File: config.mk
export PLATFORM = sky130hd
export DESIGN_NAME = tbtc_top
export DESIGN_NICKNAME = d
export VERILOG_FILES = /design/src/shared/tbtc_pkg.sv /design/src/rtl/tbtc_err_tally.sv /design/src/rtl/tbtc_gap_timer.sv /design/src/rtl/tbtc_top.sv
export VERILOG_INCLUDE_DIRS = /design/src /design/src/shared
export SDC_FILE = /design/constraint.sdc
export NUM_CORES = 1
export LEC_CHECK = 0
export BUFFER_PORTS_ARGS = -buffer_cell sky130_fd_sc_hd__buf_2
export CORE_AREA = 3 3 123 125
export DETAILED_ROUTE_END_ITERATION = 16
export DIE_AREA = 0 0 126 128
export GPL_TIMING_DRIVEN = 0
export PLACE_DENSITY_LB_ADDON = 0.2
export SYNTH_ARGS = -nofsm -noshare
export SYNTH_HDL_FRONTEND = slang
export SYNTH_HIERARCHICAL = 1
export SYNTH_SLANG_ARGS = --single-unit
File: constraint.sdc
create_clock -name sys_clk_i -period 2.05 [get_ports sys_clk_i]
set_input_delay 0.41 -clock sys_clk_i [delete_from_list [all_inputs] [get_ports sys_clk_i]]
set_output_delay 0.41 -clock sys_clk_i [all_outputs]
set_load 0.05 [all_outputs]
File: src/shared/tbtc_map.svh
`ifndef TBTC_MAP_SVH
`define TBTC_MAP_SVH
// ************************************************************
// register indices and byte addresses
// ************************************************************
`define TBTC_IDX_TENBT 6'h1A
`define TBTC_IDX_EXT 6'h1B
`define TBTC_IDX_IRQ_STAT 6'h20
`define TBTC_IDX_IRQ_CLR 6'h21
`define TBTC_IDX_IRQ_EN 6'h22
`define TBTC_ADDR_TENBT ({`TBTC_IDX_TENBT, 2'b00})
`define TBTC_ADDR_EXT ({`TBTC_IDX_EXT, 2'b00})
`define TBTC_ADDR_IRQ_STAT ({`TBTC_IDX_IRQ_STAT, 2'b00})
`define TBTC_ADDR_IRQ_CLR ({`TBTC_IDX_IRQ_CLR, 2'b00})
`define TBTC_ADDR_IRQ_EN ({`TBTC_IDX_IRQ_EN, 2'b00})
// ************************************************************
// field positions
// ************************************************************
`define TBTC_BIT_LP_OFF 7
`define TBTC_BIT_FORCE 6
`define TBTC_BIT_POL 4
`define TBTC_BIT_HB_DIS 1
`define TBTC_BIT_JAB_DIS 0
`define TBTC_BIT_CONT 5
`define TBTC_BIT_PAT_ON 4
`define TBTC_BIT_GAP 2
`define TBTC_LSB_TALLY 8
`define TBTC_BIT_EVT_POL 0
`define TBTC_BIT_EVT_SAT 1
`define TBTC_BIT_EVT_ERR 2
// ************************************************************
// reset values and masks
// ************************************************************
`define TBTC_RST_TENBT 8'h04
`define TBTC_RST_EXT 8'h00
`define TBTC_WMASK_TENBT 8'hEF
`define TBTC_EVT_W 3
// ************************************************************
// timing
// ************************************************************
`define TBTC_CLK_MHZ 200
`define TBTC_GAP_LONG_US 15
`define TBTC_GAP_SHORT_US 10
`define TBTC_GAP_LONG_CYC (`TBTC_GAP_LONG_US * `TBTC_CLK_MHZ)
`define TBTC_GAP_SHORT_CYC (`TBTC_GAP_SHORT_US * `TBTC_CLK_MHZ)
`endif

File: src/shared/tbtc_pkg.sv
package tbtc_pkg;
	// low byte of the twisted-pair control register
	typedef struct packed {
		logic link_pulse_off;
		logic force_link;
		logic rsvd5;
		logic polarity;
		logic rsvd3;
		logic rsvd2;
		logic heartbeat_off;
		logic jabber_off;
	} tbtc_tenbt_s;
	// low byte of the extension register
	typedef struct packed {
		logic [1:0] rsvd76;
		logic selftest_continuous;
		logic ten_meg_pattern_on;
		logic rsvd3;
		logic test_sequence_gap;
		logic [1:0] test_pattern_select;
	} tbtc_ext_s;
	typedef enum logic [1:0] {
		TBTC_PAT_EOP0 = 2'h0,
		TBTC_PAT_EOP1 = 2'h1,
		TBTC_PAT_NLP = 2'h2,
		TBTC_PAT_MAN1 = 2'h3
	} tbtc_pat_e;
	typedef enum logic [2:0] {
		TBTC_GT_IDLE = 3'h1,
		TBTC_GT_GAP = 3'h2,
		TBTC_GT_SEQ = 3'h4
	} tbtc_gt_state_e;
endpackage

File: src/rtl/tbtc_err_tally.sv
`timescale 1ns/1ps
// saturating error counter for packet self-test
module tbtc_err_tally #(
	parameter int WIDTH = 8
) (
	input wire logic sys_clk_i, // core clock
	input wire logic resetn_i, // sync reset, low
	input wire logic restart_i, // self-test started again
	input wire logic active_i, // self-test running
	input wire logic nibble_err_i, // errored nibble seen
	output logic [WIDTH-1:0] tally_o, // current count
	output logic sat_o // pulse on reaching max
);
	logic [WIDTH-1:0] next_tally;
	logic next_sat;

	// restart beats a same-cycle error so a new run starts clean
	always_comb
	begin
		next_tally = tally_o;
		next_sat = 1'b0;
		if (restart_i)
			next_tally = '0; // RULE8
		else if (active_i && nibble_err_i && (tally_o != {WIDTH{1'b1}})) // RULE9
		begin
			next_tally = tally_o + {{(WIDTH-1){1'b0}}, 1'b1}; // RULE7
			next_sat = (tally_o == {{(WIDTH-1){1'b1}}, 1'b0});
		end
	end

	// registers only
	always_ff @(posedge sys_clk_i)
	begin
		if (!resetn_i)
		begin
			tally_o <= '0;
			sat_o <= 1'b0;
		end
		else
		begin
			tally_o <= next_tally;
			sat_o <= next_sat;
		end
	end
endmodule

File: src/rtl/tbtc_gap_timer.sv
`timescale 1ns/1ps
`include "tbtc_map.svh"
// paces cable test sequences with a long or short idle gap
module tbtc_gap_timer #(
	parameter int CNT_W = 12
) (
	input wire logic sys_clk_i, // core clock
	input wire logic resetn_i, // sync reset, low
	input wire logic enable_i, // pattern generation on
	input wire logic long_gap_i, // 1 = long gap
	input wire logic no_gap_i, // constant pattern, no gap
	input wire logic seq_done_i, // sequence finished
	output logic seq_start_o, // pulse: send a sequence
	output logic in_gap_o // gap running
);
	localparam logic [CNT_W-1:0] LONG_CYC = CNT_W'(`TBTC_GAP_LONG_CYC);
	localparam logic [CNT_W-1:0] SHORT_CYC = CNT_W'(`TBTC_GAP_SHORT_CYC);
	tbtc_pkg::tbtc_gt_state_e state, next_state;
	logic [CNT_W-1:0] cnt, next_cnt;
	logic next_start;

	// gap length is latched at gap entry; a change lands on the next gap
	always_comb
	begin
		next_state = state;
		next_cnt = cnt;
		next_start = 1'b0;
		case (state)
			tbtc_pkg::TBTC_GT_IDLE:
			begin
				if (enable_i)
				begin
					next_state = tbtc_pkg::TBTC_GT_GAP;
					next_cnt = long_gap_i ? LONG_CYC : SHORT_CYC; // RULE15
				end
			end
			tbtc_pkg::TBTC_GT_GAP:
			begin
				if (cnt > {{(CNT_W-1){1'b0}}, 1'b1})
					next_cnt = cnt - {{(CNT_W-1){1'b0}}, 1'b1};
				else
				begin
					next_state = tbtc_pkg::TBTC_GT_SEQ;
					next_start = 1'b1;
				end
			end
			tbtc_pkg::TBTC_GT_SEQ:
			begin
				if (seq_done_i && !no_gap_i)
				begin
					next_state = tbtc_pkg::TBTC_GT_GAP;
					next_cnt = long_gap_i ? LONG_CYC : SHORT_CYC; // RULE15
				end
			end
			default:
				next_state = tbtc_pkg::TBTC_GT_IDLE;
		endcase
		if (!enable_i)
		begin
			next_state = tbtc_pkg::TBTC_GT_IDLE;
			next_start = 1'b0;
		end
	end

	// registers only
	always_ff @(posedge sys_clk_i)
	begin
		if (!resetn_i)
		begin
			state <= tbtc_pkg::TBTC_GT_IDLE;
			cnt <= '0;
			seq_start_o <= 1'b0;
			in_gap_o <= 1'b0;
		end
		else
		begin
			state <= next_state;
			cnt <= next_cnt;
			seq_start_o <= next_start;
			in_gap_o <= (next_state == tbtc_pkg::TBTC_GT_GAP);
		end
	end
endmodule

File: src/rtl/tbtc_top.sv
// Operation
// RULE1: link pulse off bit stops normal link pulses
// RULE2: force bit reports good ten meg link
// RULE3: polarity latches high, clears on this read
// RULE4: heartbeat off bit acts in half-duplex ten
// RULE5: hundred meg or full duplex: heartbeat off
// RULE6: jabber off bit acts in ten meg only
// RULE7: tally counts errored nibbles during self-test
// RULE8: tally clears when self-test restarts
// RULE9: tally saturates at maximum, never wraps
// RULE10: continuous bit sends gapless pseudo-random data
// RULE11: continuous mode works with external self-test controls
// RULE12: software sets jabber off before continuous ten
// RULE13: pattern on bit starts selected test pattern
// RULE14: select picks eop0, eop1, pulses, manchester
// RULE15: gap bit picks fifteen or ten microseconds
// RULE16: software writes reserved bits as documented
//
// Our own choice: the APB register port.
`timescale 1ns/1ps
`include "tbtc_map.svh"
module tbtc_top #(
	parameter int TALLY_W = 8,
	parameter int GAP_CNT_W = 12
) (
	input wire logic sys_clk_i, // 200 MHz core clock
	input wire logic resetn_i, // sync reset, low
	input wire logic psel_i, // apb select
	input wire logic penable_i, // apb enable
	input wire logic pwrite_i, // apb direction
	input wire logic [7:0] paddr_i, // apb byte address
	input wire logic [31:0] pwdata_i, // apb write data
	output logic [31:0] prdata_o, // apb read data
	output logic pready_o, // apb ready
	output logic pslverr_o, // apb error, unmapped
	input wire logic pol_inverted_i, // receiver sees inverted polarity
	input wire logic line_link_ok_i, // ten meg link monitor good
	input wire logic speed_100_i, // running at hundred meg
	input wire logic full_duplex_i, // full duplex configured
	input wire logic selftest_restart_i, // self-test started, pulse
	input wire logic selftest_active_i, // self-test running
	input wire logic nibble_err_i, // errored nibble this cycle
	input wire logic seq_done_i, // test sequence ended
	output logic nlp_enable_o, // send normal link pulses
	output logic link_good_o, // ten meg link reported good
	output logic polarity_mirror_o, // copy for combined status bit 12
	output logic heartbeat_en_o, // heartbeat function on
	output logic jabber_en_o, // jabber function on
	output logic selftest_gapless_o, // self-test without gaps
	output logic pattern_active_o, // cable test pattern on
	output logic [1:0] pattern_kind_o, // selected pattern
	output logic pattern_start_o, // pulse: start a sequence
	output logic pattern_gap_o, // idle gap running
	output logic irq_o // level interrupt
);
	// ************************************************************
	// register state
	// ************************************************************
	tbtc_pkg::tbtc_tenbt_s tenbt, next_tenbt;
	tbtc_pkg::tbtc_ext_s ext, next_ext;
	logic pol_latch, next_pol_latch;
	logic [`TBTC_EVT_W-1:0] irq_stat, next_irq_stat;
	logic [`TBTC_EVT_W-1:0] irq_en, next_irq_en;
	logic [31:0] next_prdata;
	logic next_pready, next_pslverr;
	logic [TALLY_W-1:0] tally;
	logic tally_sat;
	logic err_evt;
	logic seq_start, in_gap;

	// bus phase decode
	logic setup_ph, done_wr, done_rd;
	assign setup_ph = psel_i && !penable_i;
	assign done_wr = psel_i && penable_i && pready_o && pwrite_i;
	assign done_rd = psel_i && penable_i && pready_o && !pwrite_i;

	function automatic logic hit(input logic [7:0] a, input logic [7:0] r);
		hit = (a == r);
	endfunction

	// ************************************************************
	// apb slave: one wait-free access phase
	// ************************************************************
	// read data is sampled in setup so the output comes from a flop
	always_comb
	begin
		next_prdata = 32'h0000_0000;
		next_pready = setup_ph;
		next_pslverr = 1'b0;
		if (setup_ph)
		begin
			if (hit(paddr_i, `TBTC_ADDR_TENBT))
			begin
				next_prdata[7:0] = tenbt;
				next_prdata[`TBTC_BIT_POL] = pol_latch; // RULE3
			end
			else if (hit(paddr_i, `TBTC_ADDR_EXT))
			begin
				next_prdata[7:0] = ext;
				next_prdata[`TBTC_LSB_TALLY +: TALLY_W] = tally; // RULE7
			end
			else if (hit(paddr_i, `TBTC_ADDR_IRQ_STAT))
				next_prdata[`TBTC_EVT_W-1:0] = irq_stat;
			else if (hit(paddr_i, `TBTC_ADDR_IRQ_EN))
				next_prdata[`TBTC_EVT_W-1:0] = irq_en;
			else if (!hit(paddr_i, `TBTC_ADDR_IRQ_CLR))
				next_pslverr = 1'b1;
		end
	end

	always_ff @(posedge sys_clk_i)
	begin
		if (!resetn_i)
		begin
			prdata_o <= 32'h0000_0000;
			pready_o <= 1'b0;
			pslverr_o <= 1'b0;
		end
		else
		begin
			prdata_o <= next_prdata;
			pready_o <= next_pready;
			pslverr_o <= next_pslverr;
		end
	end

	// ************************************************************
	// control registers
	// ************************************************************
	// polarity: a new inversion in the read cycle is kept, set wins
	always_comb
	begin
		next_tenbt = tenbt;
		next_ext = ext;
		next_irq_en = irq_en;
		next_pol_latch = pol_latch;
		if (done_wr && hit(paddr_i, `TBTC_ADDR_TENBT))
			next_tenbt = (pwdata_i[7:0] & `TBTC_WMASK_TENBT); // RULE16
		if (done_wr && hit(paddr_i, `TBTC_ADDR_EXT))
			next_ext = pwdata_i[7:0];
		if (done_wr && hit(paddr_i, `TBTC_ADDR_IRQ_EN))
			next_irq_en = pwdata_i[`TBTC_EVT_W-1:0];
		if (done_rd && hit(paddr_i, `TBTC_ADDR_TENBT))
			next_pol_latch = 1'b0; // RULE3
		if (pol_inverted_i)
			next_pol_latch = 1'b1; // RULE3
		next_tenbt.polarity = 1'b0;
	end

	always_ff @(posedge sys_clk_i)
	begin
		if (!resetn_i)
		begin
			tenbt <= `TBTC_RST_TENBT;
			ext <= `TBTC_RST_EXT;
			irq_en <= '0;
			pol_latch <= 1'b0;
		end
		else
		begin
			tenbt <= next_tenbt;
			ext <= next_ext;
			irq_en <= next_irq_en;
			pol_latch <= next_pol_latch;
		end
	end

	// ************************************************************
	// interrupts
	// ************************************************************
	// write-one-to-clear; a same-cycle event wins over the clear
	assign err_evt = selftest_active_i && nibble_err_i;
	always_comb
	begin
		next_irq_stat = irq_stat;
		if (done_wr && hit(paddr_i, `TBTC_ADDR_IRQ_CLR))
			next_irq_stat = irq_stat & ~pwdata_i[`TBTC_EVT_W-1:0];
		if (pol_inverted_i && !pol_latch)
			next_irq_stat[`TBTC_BIT_EVT_POL] = 1'b1;
		if (tally_sat)
			next_irq_stat[`TBTC_BIT_EVT_SAT] = 1'b1;
		if (err_evt)
			next_irq_stat[`TBTC_BIT_EVT_ERR] = 1'b1;
	end

	always_ff @(posedge sys_clk_i)
	begin
		if (!resetn_i)
		begin
			irq_stat <= '0;
			irq_o <= 1'b0;
		end
		else
		begin
			irq_stat <= next_irq_stat;
			irq_o <= |(next_irq_stat & irq_en);
		end
	end

	// ************************************************************
	// self-test tally and pattern pacing
	// ************************************************************
	tbtc_err_tally #(
		.WIDTH(TALLY_W)
	) u_tally (
		.sys_clk_i(sys_clk_i),
		.resetn_i(resetn_i),
		.restart_i(selftest_restart_i),
		.active_i(selftest_active_i),
		.nibble_err_i(nibble_err_i),
		.tally_o(tally),
		.sat_o(tally_sat)
	);

	// manchester ones run back to back, the others are paced
	tbtc_gap_timer #(
		.CNT_W(GAP_CNT_W)
	) u_gap (
		.sys_clk_i(sys_clk_i),
		.resetn_i(resetn_i),
		.enable_i(ext.ten_meg_pattern_on), // RULE13
		.long_gap_i(ext.test_sequence_gap),
		.no_gap_i(ext.test_pattern_select == tbtc_pkg::TBTC_PAT_MAN1), // RULE14
		.seq_done_i(seq_done_i),
		.seq_start_o(seq_start),
		.in_gap_o(in_gap)
	);

	// ************************************************************
	// function outputs
	// ************************************************************
	// jabber stays on at hundred meg; the bit only has effect at ten
	always_ff @(posedge sys_clk_i)
	begin
		if (!resetn_i)
		begin
			nlp_enable_o <= 1'b1;
			link_good_o <= 1'b0;
			polarity_mirror_o <= 1'b0;
			heartbeat_en_o <= 1'b0;
			jabber_en_o <= 1'b1;
			selftest_gapless_o <= 1'b0;
			pattern_active_o <= 1'b0;
			pattern_kind_o <= 2'h0;
			pattern_start_o <= 1'b0;
			pattern_gap_o <= 1'b0;
		end
		else
		begin
			nlp_enable_o <= !tenbt.link_pulse_off; // RULE1
			link_good_o <= tenbt.force_link || line_link_ok_i; // RULE2
			polarity_mirror_o <= next_pol_latch; // RULE3
			heartbeat_en_o <= !speed_100_i && !full_duplex_i && !tenbt.heartbeat_off; // RULE4 RULE5
			jabber_en_o <= speed_100_i || !tenbt.jabber_off; // RULE6 RULE12
			selftest_gapless_o <= ext.selftest_continuous && selftest_active_i; // RULE10 RULE11
			pattern_active_o <= ext.ten_meg_pattern_on; // RULE13
			pattern_kind_o <= ext.test_pattern_select; // RULE14
			pattern_start_o <= seq_start;
			pattern_gap_o <= in_gap; // RULE15
		end
	end
endmodule

## After elaboration in Yosys (flattened, before gate mapping)

Cells that the tools add are included.

| cells by class | value |
|---|---|
| eq/ne operators | 15 |
| add/subtract/negate cells | 2 |
| multiplexer cells | 22 |
| order comparisons | 1 |
| bitwise gates (word level) | 7 |
| reduce and logical (&&, ||, !) cells | 38 |

Operator list:

| cell | number |
|---|---|
| $mux W12 | 4 |
| $pmux W12 S3 | 1 |
| $eq A8 B8 Y1 const B | 4 |
| $mux W3 | 7 |
| $logic_and A1 B1 Y1 | 17 |
| $eq A8 B7 Y1 const B | 2 |
| $mux W13 | 1 |
| $gt A12 B1 Y1 const B | 1 |
| $sub A12 B1 Y12 const B | 1 |
| $logic_not A1 Y1 | 9 |
| $pmux W3 S3 | 1 |
| $add A8 B1 Y8 const B | 1 |
| $mux W8 | 1 |
| $ne A8 B8 Y1 const B | 1 |
| $mux W1 | 7 |
| $and A3 B3 Y3 | 2 |
| $eq A3 B2 Y1 const B | 2 |
| $reduce_or A3 Y1 | 2 |
| $reduce_or A6 Y1 | 1 |
| $ne A2 B1 Y1 const B | 2 |
| $not A1 Y1 | 4 |
| $reduce_and A4 Y1 | 1 |
| $reduce_or A4 Y1 | 1 |
| $eq A3 B1 Y1 const B | 1 |
| other kinds (10) | 11 |

| word-level totals | value |
|---|---|
| register bits after elaboration | 93 |
| output and inout port bits | 46 |

## Longest topological paths before layout

Gate-level depths: netlist (run 1).

| logic depth | value |
|---|---|
| word-level depth | 8 |
| mapped depth | 8 |

## Cells and area by module

The synthesis (run 1) kept the hierarchy.

Modules (own cells, without submodules):

| module | area an instance (sq um) | times used | sequential area each (sq um) | cells each |
|---|---|---|---|---|
| tbtc_top | 2,037.0 | 1 | 1,021.0 | 214 |
| tbtc_gap_timer | 979.7 | 1 | 340.3 | 121 |
| tbtc_err_tally | 486.7 | 1 | 180.2 | 57 |

## Worst setup path before layout (run 1)

OpenSTA, ideal clock, no wires.

| timing | value |
|---|---|
| kind | reg-to-reg |
| from | register pready_o |
| to | register ext[4] (netlist name) |
| arrival time | 1,737 ps |
| setup time | 114 ps |
| cell stages (with the launch flop) | 7 |
| period minus slack after synthesis | 1,852 ps |
| setup slack | 198 ps |
| path through | dfxtp_1 nand4_1 or4_1 buf_2 buf_6 nand2_1 o21ai_2 |

| on the way | value |
|---|---|
| longest elaborated chain between the ends | 3 |

RTL lines:

| element | RTL line | source |
|---|---|---|
| start: declaration | tbtc_top.sv:34 | `output logic pready_o,` |
| start signal: assignment | tbtc_top.sv:122 | `pready_o <= next_pready;` |
| $logic_and A1 B1 Y1 (2 in series) | tbtc_top.sv:74 | `assign done_wr = psel_i && penable_i && pready_o && pwrite_i;` |
| $logic_and A1 B1 Y1 | tbtc_top.sv:139 | `` if (done_wr && hit(paddr_i, `TBTC_ADDR_EXT)) `` |
| end signal: assignment | tbtc_top.sv:155 | `` ext <= `TBTC_RST_EXT; `` |
| end signal: assignment | tbtc_top.sv:162 | `ext <= next_ext;` |
| end: declaration | tbtc_top.sv:60 | `tbtc_pkg::tbtc_ext_s ext, next_ext;` |

Every way passes these cells.
A chain may end at the register's enable or synchronous reset.

## Worst setup path in the final report (run 1)

| timing | value |
|---|---|
| from | register u_gap.cnt[0] |
| to | register u_gap.cnt[11] |

| on the way | value |
|---|---|
| longest elaborated chain between the ends | 3 |
| elaborated cells on any way between the ends | 6 |
| those cells by class | add/sub: 1; order compare: 1; eq/ne: 1; mux: 2; reduce/logical: 1 |

RTL lines:

| element | RTL line | source |
|---|---|---|
| start: declaration | tbtc_gap_timer.sv:19 | `logic [CNT_W-1:0] cnt, next_cnt;` |
| start signal: assignment | tbtc_gap_timer.sv:78 | `cnt <= next_cnt;` |
| $sub A12 B1 Y12 / $gt A12 B1 Y1 (equally long branches) | tbtc_gap_timer.sv:40, tbtc_gap_timer.sv:39 |  |
| $mux W12 / $ne A2 B1 Y1 (equally long branches) | n/a |  |
| $pmux W12 S3 / $reduce_and A4 Y1 (equally long branches) | n/a |  |

Several ways; a longest one is shown, not always the timed one. The select of a mux whose other input is x is not followed.

==> results of run 1 <==
==> layout by cell type (no fill, tap or decap), drive strengths merged, types with 14 or more instances in the layout <==
master  Yosys  layout
a21oi      18      18
and2       16      16
buf        23      80
clkbuf     11      23
conb        1      16
dfxtp      77      77
inv        13      14
mux2i      17      17
nand2      46      46
nand3      19      19
nor2       24      24
o21ai      25      25
==> through the flow <==
stage / instance area (um2) / cells / hold slack (ns)
2_1_floorplan: 3560 / 407 / 0.372
4_1_cts: 4380 / 659 / 0.258
5_1_grt: 4410 / 660 / 0.265
6_report: 4410 / 660 / 0.275
3_5_place_dp: 4070 / 643 / 0.391
3_3_place_gp: 4070 / 643 / 0.394
==> power by group through the flow <==
stage / Combinational [mW] / Sequential, mW / Clock [mW]
after floorplan: 0.156 / 1.56 / 0
after global placement: 0.240 / 1.54 / 0
after detailed placement: 0.242 / 1.54 / 0
after CTS: 0.242 / 1.51 / 1.72
after global routing: 0.262 / 1.51 / 1.79
final: 0.242 / 1.51 / 1.66
==> sequential cells by signal, indices dropped and copies added, names as in the netlist, 2 cells and up <==
name,cells
ext,8
irq_en,3
irq_stat,3
pattern_kind_o,2
prdata_o,16
tenbt,7
u_gap/cnt,12
u_gap/state,3
u_tally/tally_o,8
==> cell type report <==
cell class	instances	area (um2)	area share, %
inverter	13	48.8	1.11
buffer	34	208	4.71
timing repair buffer	57	288	6.53
sequential	77	1540	35.0
multi-input combinational	283	1790	40.5
tap	180	225	5.11
clock buffer	12	256	5.82
clock inverter	4	55.1	1.25
==> final timing paths <==
check,start,cells after the start,endpoint,slack [ns]
worst min register to register,tenbt[7],1,nlp_enable_o,0.42
worst max-delay path,u_gap/cnt[0],5,u_gap/cnt[11],0.11
worst max register to register,u_gap/cnt[0],5,u_gap/cnt[11],0.11
worst min-delay path,line_link_ok_i,3,link_good_o,0.27
==> per-layer routing <==
layer	vias up	part of all wire, %	GRT usage (%)
li1	1525	-	-
met1	1420	47	14.6
met2	63	47	18.6
met3	12	5.0	3.92
met4	0	1.5	4.23
met5	-	0	0
==> worst max-delay path, stage by stage (launching register included) <==
cell	delay [ns]
sky130_fd_sc_hd__dfxtp_1	0.35
sky130_fd_sc_hd__nor4_1	0.63
sky130_fd_sc_hd__nand2_1	0.33
sky130_fd_sc_hd__o41ai_1	0.30
sky130_fd_sc_hd__and3_1	0.19
sky130_fd_sc_hd__a31o_2	0.09
==> what timing repair did <==
item | CTS | global route
endpoints found under the setup margin | 0 | 6
gates resized for setup | 0 | 4
hold buffers | 0 | 0
setup buffers | 0 | 1
==> cells by family (layout without fill, tap and decap cells) <==
family	after synthesis	count (layout)
other cells	1	16
flops	77	77
compound gates	83	83
mux	18	18
buf+inv	47	120
fa+ha+maj	4	4
simple gates	162	162
==> out/qor.txt, run 1 <==
=====================================================================================================
Synthesized flop and latch total                                                                   77
Total core area                                                                             14000 um2
Remaining max-slew budget at the tightest pin                                                   54.3%
Per-cell routed wire length                                                                   14.2 um
P_int                                                                                         2.59 mW
Top-count cell post-synth                                                                sky130_fd_sc_hd__dfxtp_1
Combined area of all synthesized cells                                                       3500 um2
Post-layout minimum cycle time                                                                1.94 ns
Fraction of post-synthesis cell area in the top cell type by area                               44.0%
Yosys Warn Count                                                                                    6
Endpoint required time on the critical path                                                   2.34 ns
Row count                                                                                          43
Root Buffer Master                                                                       sky130_fd_sc_hd__clkbuf_16
Power density of the placed cells                                                          775 nW/um2
Main combinational cell family by area after synthesis                                   simple AND/OR/NAND/NOR gates
Synth cell count leaders                                                                 sky130_fd_sc_hd__dfxtp_1, sky130_fd_sc_hd__nand2_1, sky130_fd_sc_hd__nor2_1
Launching element type of the critical path                                                 flip-flop
Number of global-route vias before repair                                                        2881
RSZ-0062 raised after global routing                                                            false
Number of buffers created by CTS                                                                    9
Post-DR vias/cell                                                                                4.58
Layout cell share with drive strength beyond 1                                                  25.8%
Clock power share                                                                               48.7%
Fraction of synthesized cell area in xor and xnor cells                                            0%
Data arrival time of the worst path                                                           2.22 ns
Number of pins with negative max-slew slack in the final report                                     0
Share of the synthesized area in compound gates (AO/OA/AOI/OAI)                                 16.3%
Worst-Margin Slew                                                                            0.679 ns
Remaining antenna violation count after routing                                                     0
Part of the power in combinational logic                                                         7.1%
Number of failing setup endpoints in the final timing report                                        0
Portion of netlist area occupied by mux cells                                                   5.18%
Final number of hold-violating endpoints                                                            0
Worst setup EP type                                                                         flip-flop
Via total after detailed routing                                                                 3020
Post-route setup slack                                                                       0.115 ns
Worst setup skew after layout                                                               0.0100 ns
Leakage power                                                                                 1.83 nW
Overall routing resource usage                                                                  11.6%
CTS Sinks                                                                                          77
Seq/Total Area, Yosys                                                                           44.0%
Top-Level Pins                                                                                     99
Starting Density                                                                                25.0%
Max cap viols                                                                                       0
Cell count after synthesis                                                                        392
Total congestion overflow after global routing                                                      0
Share of async-settable or async-resettable flops after synthesis                                  0%
Maximum fanout encountered on the critical timing path                                              6
Buffers on Ports                                                                                   56
Distinct cell type count of the synthesized netlist                                                66
HPWL reported at the end of detailed placement                                                7040 um
Sw Ratio                                                                                        24.1%
Wire length of the first global-routing pass                                                 14800 um
Leading area contributor after synthesis                                                 sky130_fd_sc_hd__dfxtp_1
Horiz. Die Dim                                                                                 126 um
Post-synthesis share of cell area spent on full adders, half adders and majority gates          1.43%
Critical path class                                                                           reg2reg
Final worst path period share                                                                   94.4%
TritonCTS clock tree                                                                            built
First-iteration detailed-routing DRC count                                                        155
Worst vdd ir                                                                                 0.284 mV
Result of the run                                                                        complete, no violations
Clock-pin slew on the worst setup and hold paths                                              0.06 ns
Area added between synthesis and finish                                                         25.8%
Cells taking the most area after synthesis                                               sky130_fd_sc_hd__dfxtp_1, sky130_fd_sc_hd__nand2_1, sky130_fd_sc_hd__mux2i_1, sky130_fd_sc_hd__buf_4, sky130_fd_sc_hd__and2_1
Share of synthesized cell area in and, or, nand and nor gates                                   25.7%
Fin util                                                                                        31.5%
Initial antenna violation count                                                                     0
Die footprint                                                                               16100 um2
Sequential cell fraction of total power                                                         44.3%
First-pass DRT Iterations                                                                           4
Most common flop cell mapped by yosys                                                    sky130_fd_sc_hd__dfxtp_1
Detailed-route wire length                                                                    9350 um
Post-placement setup slack                                                                 -0.0316 ns
H-tree depth                                                                                        3
Average cell area after synthesis                                                            8.94 um2
Latest clock arrival within the worst-skew pair                                               0.34 ns
Y dimension of the die                                                                         128 um
Top achievable clock speed                                                                  0.517 GHz
Sum Neg Setup Slack                                                                              0 ns
Final net count                                                                                   532
Number of buffers between clock root and the deepest sink                                           2
Pin count of the biggest net entering global routing                                               14
Fill count                                                                                       1518
PnR Total Power                                                                               3.41 mW
Global placement routability congestion                                                         0.779
Switching Power                                                                              0.821 mW
Diode count                                                                                         0
Residual DRC                                                                                        0
Worst hold-check path type                                                                     in2reg
Post-synth EDFFs                                                                                    0
=====================================================================================================
Power figures use the tool's default switching activity.
==> inputs of run 2 (changes only) <==
- CELL_PAD_IN_SITES_DETAIL_PLACEMENT: unset -> 1
- CELL_PAD_IN_SITES_GLOBAL_PLACEMENT: unset -> 1
==> out/qor.txt, run 2 (same netlist as run 1, synthesis figures left out) <==
==============================================================================
Largest reg by FF count                                               prdata_o   unchanged
Post-detailed-placement cell area                                     4070 um2   unchanged
Remaining antenna violation count after routing                              0   unchanged
Area used by sequential logic in the layout                           1550 um2   was 1540 um2
Minimum hold slack                                                    0.227 ns   was 0.275 ns
Per-cell routed wire length                                            15.4 um   was 14.2 um
Critical-path cell list                                           or4_4 -> nor4_4 -> a21oi_4 -> buf_4 -> o211a_1 -> a31o_2   was nor4_1 -> nand2_1 -> o41ai_1 -> and3_1 -> a31o_2
Initial antenna violation count                                              0   unchanged
Data arrival time of the worst path                                    2.22 ns   about the same
Footprint of the multi-input gates                                    1810 um2   was 1790 um2
Worst-Margin Slew                                                     0.688 ns   was 0.679 ns
Root Buffer Master                                                sky130_fd_sc_hd__clkbuf_16   unchanged
Most common cell after layout, fill and taps aside                sky130_fd_sc_hd__dfxtp_1   unchanged
Worst hold-check path type                                              in2reg   unchanged
Max cap viols                                                                0   unchanged
Y dimension of the die                                                  128 um   unchanged
Via total after detailed routing                                          3087   was 3020
Layout cell share with drive strength beyond 1                           27.0%   was 25.8%
Leakage power                                                          1.85 nW   was 1.83 nW
Post-DR vias/cell                                                         4.66   was 4.58
Number of pins with negative max-slew slack in the final report              0   unchanged
HPWL reported at the end of detailed placement                         7640 um   was 7040 um
Endpoint required time on the critical path                            2.28 ns   was 2.34 ns
P_int                                                                  2.64 mW   was 2.59 mW
Diode count                                                                  0   unchanged
R2r startpoint                                                    u_gap/cnt[9]   was u_gap/cnt[0]
Maximum cell stage delay along the critical path                       0.58 ns   was 0.63 ns
Sw Ratio                                                                 23.3%   was 24.1%
Clock-pin slew on the worst setup and hold paths                       0.06 ns   about the same
Global placement routability congestion                                  0.850   was 0.779
Largest register FFs                                                        16   unchanged
Final worst path period share                                            97.1%   was 94.4%
Number of global-route vias before repair                                 3254   was 2881
Endpoint with the worst hold slack                                heartbeat_en_o   was link_good_o
Remaining max-slew budget at the tightest pin                            54.1%   was 54.3%
Part of the power in combinational logic                                  7.1%   about the same
CP max-delay cell                                                 sky130_fd_sc_hd__or4_4   was sky130_fd_sc_hd__nor4_1
Cts hold-fix bufs                                                            0   unchanged
Horiz. Die Dim                                                          126 um   unchanged
Critical path's top delay family                                  simple AND/OR/NAND/NOR gates   unchanged
Die footprint                                                        16100 um2   unchanged
TritonCTS clock tree                                                     built   unchanged
First-iteration detailed-routing DRC count                                 137   was 155
Total core area                                                      14000 um2   unchanged
Maximum fanout encountered on the critical timing path                       5   was 6
Number of buffers and inverters on the critical path                         1   was 0
Residual DRC                                                                 0   unchanged
Worst setup EP type                                                  flip-flop   unchanged
CTS Sinks                                                                   77   unchanged
PnR Total Power                                                        3.45 mW   was 3.41 mW
Clock power share                                                        49.1%   was 48.7%
Latest clock arrival within the worst-skew pair                        0.34 ns   about the same
Detailed-route wire length                                            10200 um   was 9350 um
Number of buffers between clock root and the deepest sink                    2   unchanged
Final net count                                                            534   was 532
Number of cells on the worst hold path                                       2   was 3
Worst vdd ir                                                          0.381 mV   was 0.284 mV
Area added between synthesis and finish                                  27.1%   was 25.8%
Top achievable clock speed                                           0.503 GHz   was 0.517 GHz
Setup slack of the worst register-to-register path                     0.06 ns   was 0.11 ns
Number of failing setup endpoints in the final timing report                 0   unchanged
Pin count of the biggest net entering global routing                        13   was 14
Cell depth of the worst flop-to-flop path                                    6   was 5
Starting Density                                                         25.0%   unchanged
Overall routing resource usage                                           13.1%   was 11.6%
Top-Level Pins                                                              99   unchanged
Worst setup skew after layout                                       0.00488 ns   was 0.0100 ns
Launching element type of the critical path                          flip-flop   unchanged
H-tree depth                                                                 3   unchanged
Buffers on Ports                                                            56   unchanged
Fill count                                                                1682   was 1518
Row count                                                                   43   unchanged
Worst Hold Launch                                                 full_duplex_i   was line_link_ok_i
# placed instances                                                         643   unchanged
Total congestion overflow after global routing                               0   unchanged
Wire length of the first global-routing pass                          16700 um   was 14800 um
Top Registers                                                     prdata_o x16, u_gap/cnt x12   unchanged
Result of the run                                                 complete, no violations   unchanged
Commonest non-fill, non-tap cells in the layout                   sky130_fd_sc_hd__dfxtp_1, sky130_fd_sc_hd__buf_2, sky130_fd_sc_hd__nand2_1   unchanged
Sequential cell fraction of total power                                  43.9%   was 44.3%
Post-layout minimum cycle time                                         1.99 ns   was 1.94 ns
Critical path class                                                    reg2reg   unchanged
Power density of the placed cells                                   774 nW/um2   was 775 nW/um2
Switching Power                                                       0.804 mW   was 0.821 mW
Final number of hold-violating endpoints                                     0   unchanged
Capturing point of the worst reg2reg path                         u_gap/cnt[10]   was u_gap/cnt[11]
Fin cells                                                                  662   was 660
First-pass DRT Iterations                                                    5   was 4
Number of buffers created by CTS                                             9   unchanged
Summed area of non-filler cells in the final layout                   4450 um2   was 4410 um2
==============================================================================
## run 2: changes by cell type in the layout (fill, tap and decap cells not counted), sizes merged
| cell | previous run | this run |
|---|---|---|
| buf | 80 | 83 |
| bufinv | 1 | 2 |
| clkbuf | 23 | 22 |
| inv | 14 | 13 |
## run 2: power by group through the flow
| stage | clock network (mW) | logic [mW] | registers, mW |
|---|---|---|---|
| 2_1_floorplan | 0 | 0.156 | 1.56 |
| 3_3_place_gp | 0 | 0.242 | 1.55 |
| 3_5_place_dp | 0 | 0.244 | 1.55 |
| 4_1_cts | 1.75 | 0.245 | 1.51 |
| 5_1_grt | 1.80 | 0.265 | 1.51 |
| 6_report | 1.69 | 0.244 | 1.51 |
## run 2: area by class of cell
cell class              count  area share [%]
well taps                 180            5.06
inverters                  13            1.10
clock buffers              12            5.31
flip-flops and latches     77            34.7
multi-input cells         283            40.6
plain buffers              33            4.58
repair buffers             60            6.97
clock inverters             4            1.63
## run 2: how the worst max path moves through the flow
stage,start,to,slack (ns),depth (start not counted)
global route,u_gap/cnt[9],u_gap/cnt[10],-0.02,6
finish,u_gap/cnt[9],u_gap/cnt[10],0.06,6
CTS,u_gap/state[2],u_gap/cnt[11],0.0005,6
detailed placement,paddr_i[5],irq_o,-0.03,5
floorplan,pready_o,ext[4],0.20,6
global placement,paddr_i[5],irq_o,-0.006,5
## run 2: routing by layer
layer | share of wire (%) | global-route usage, %
met1 | 46 | 16.6
met2 | 48 | 21.7
met3 | 4.4 | 3.33
met4 | 1.6 | 4.92
met5 | 0 | 0
## run 2: stage by stage
| step | setup WS [ns] | TNS [ns] | utilization [%] |
|---|---|---|---|
| 2_1_floorplan | 0.198 | 0 | - |
| 3_3_place_gp | -0.00552 | -0.00552 | 29.1 |
| 3_5_place_dp | -0.0271 | -0.0271 | 29.1 |
| 4_1_cts | 0.000505 | 0 | 31.3 |
| 5_1_grt | -0.0210 | -0.0210 | 31.8 |
| 6_report | 0.0604 | 0 | 31.8 |
## run 2: what timing repair did
item                       CTS  global route
resized for setup            0            11
setup buffers                0             4
setup endpoints to repair    0            10
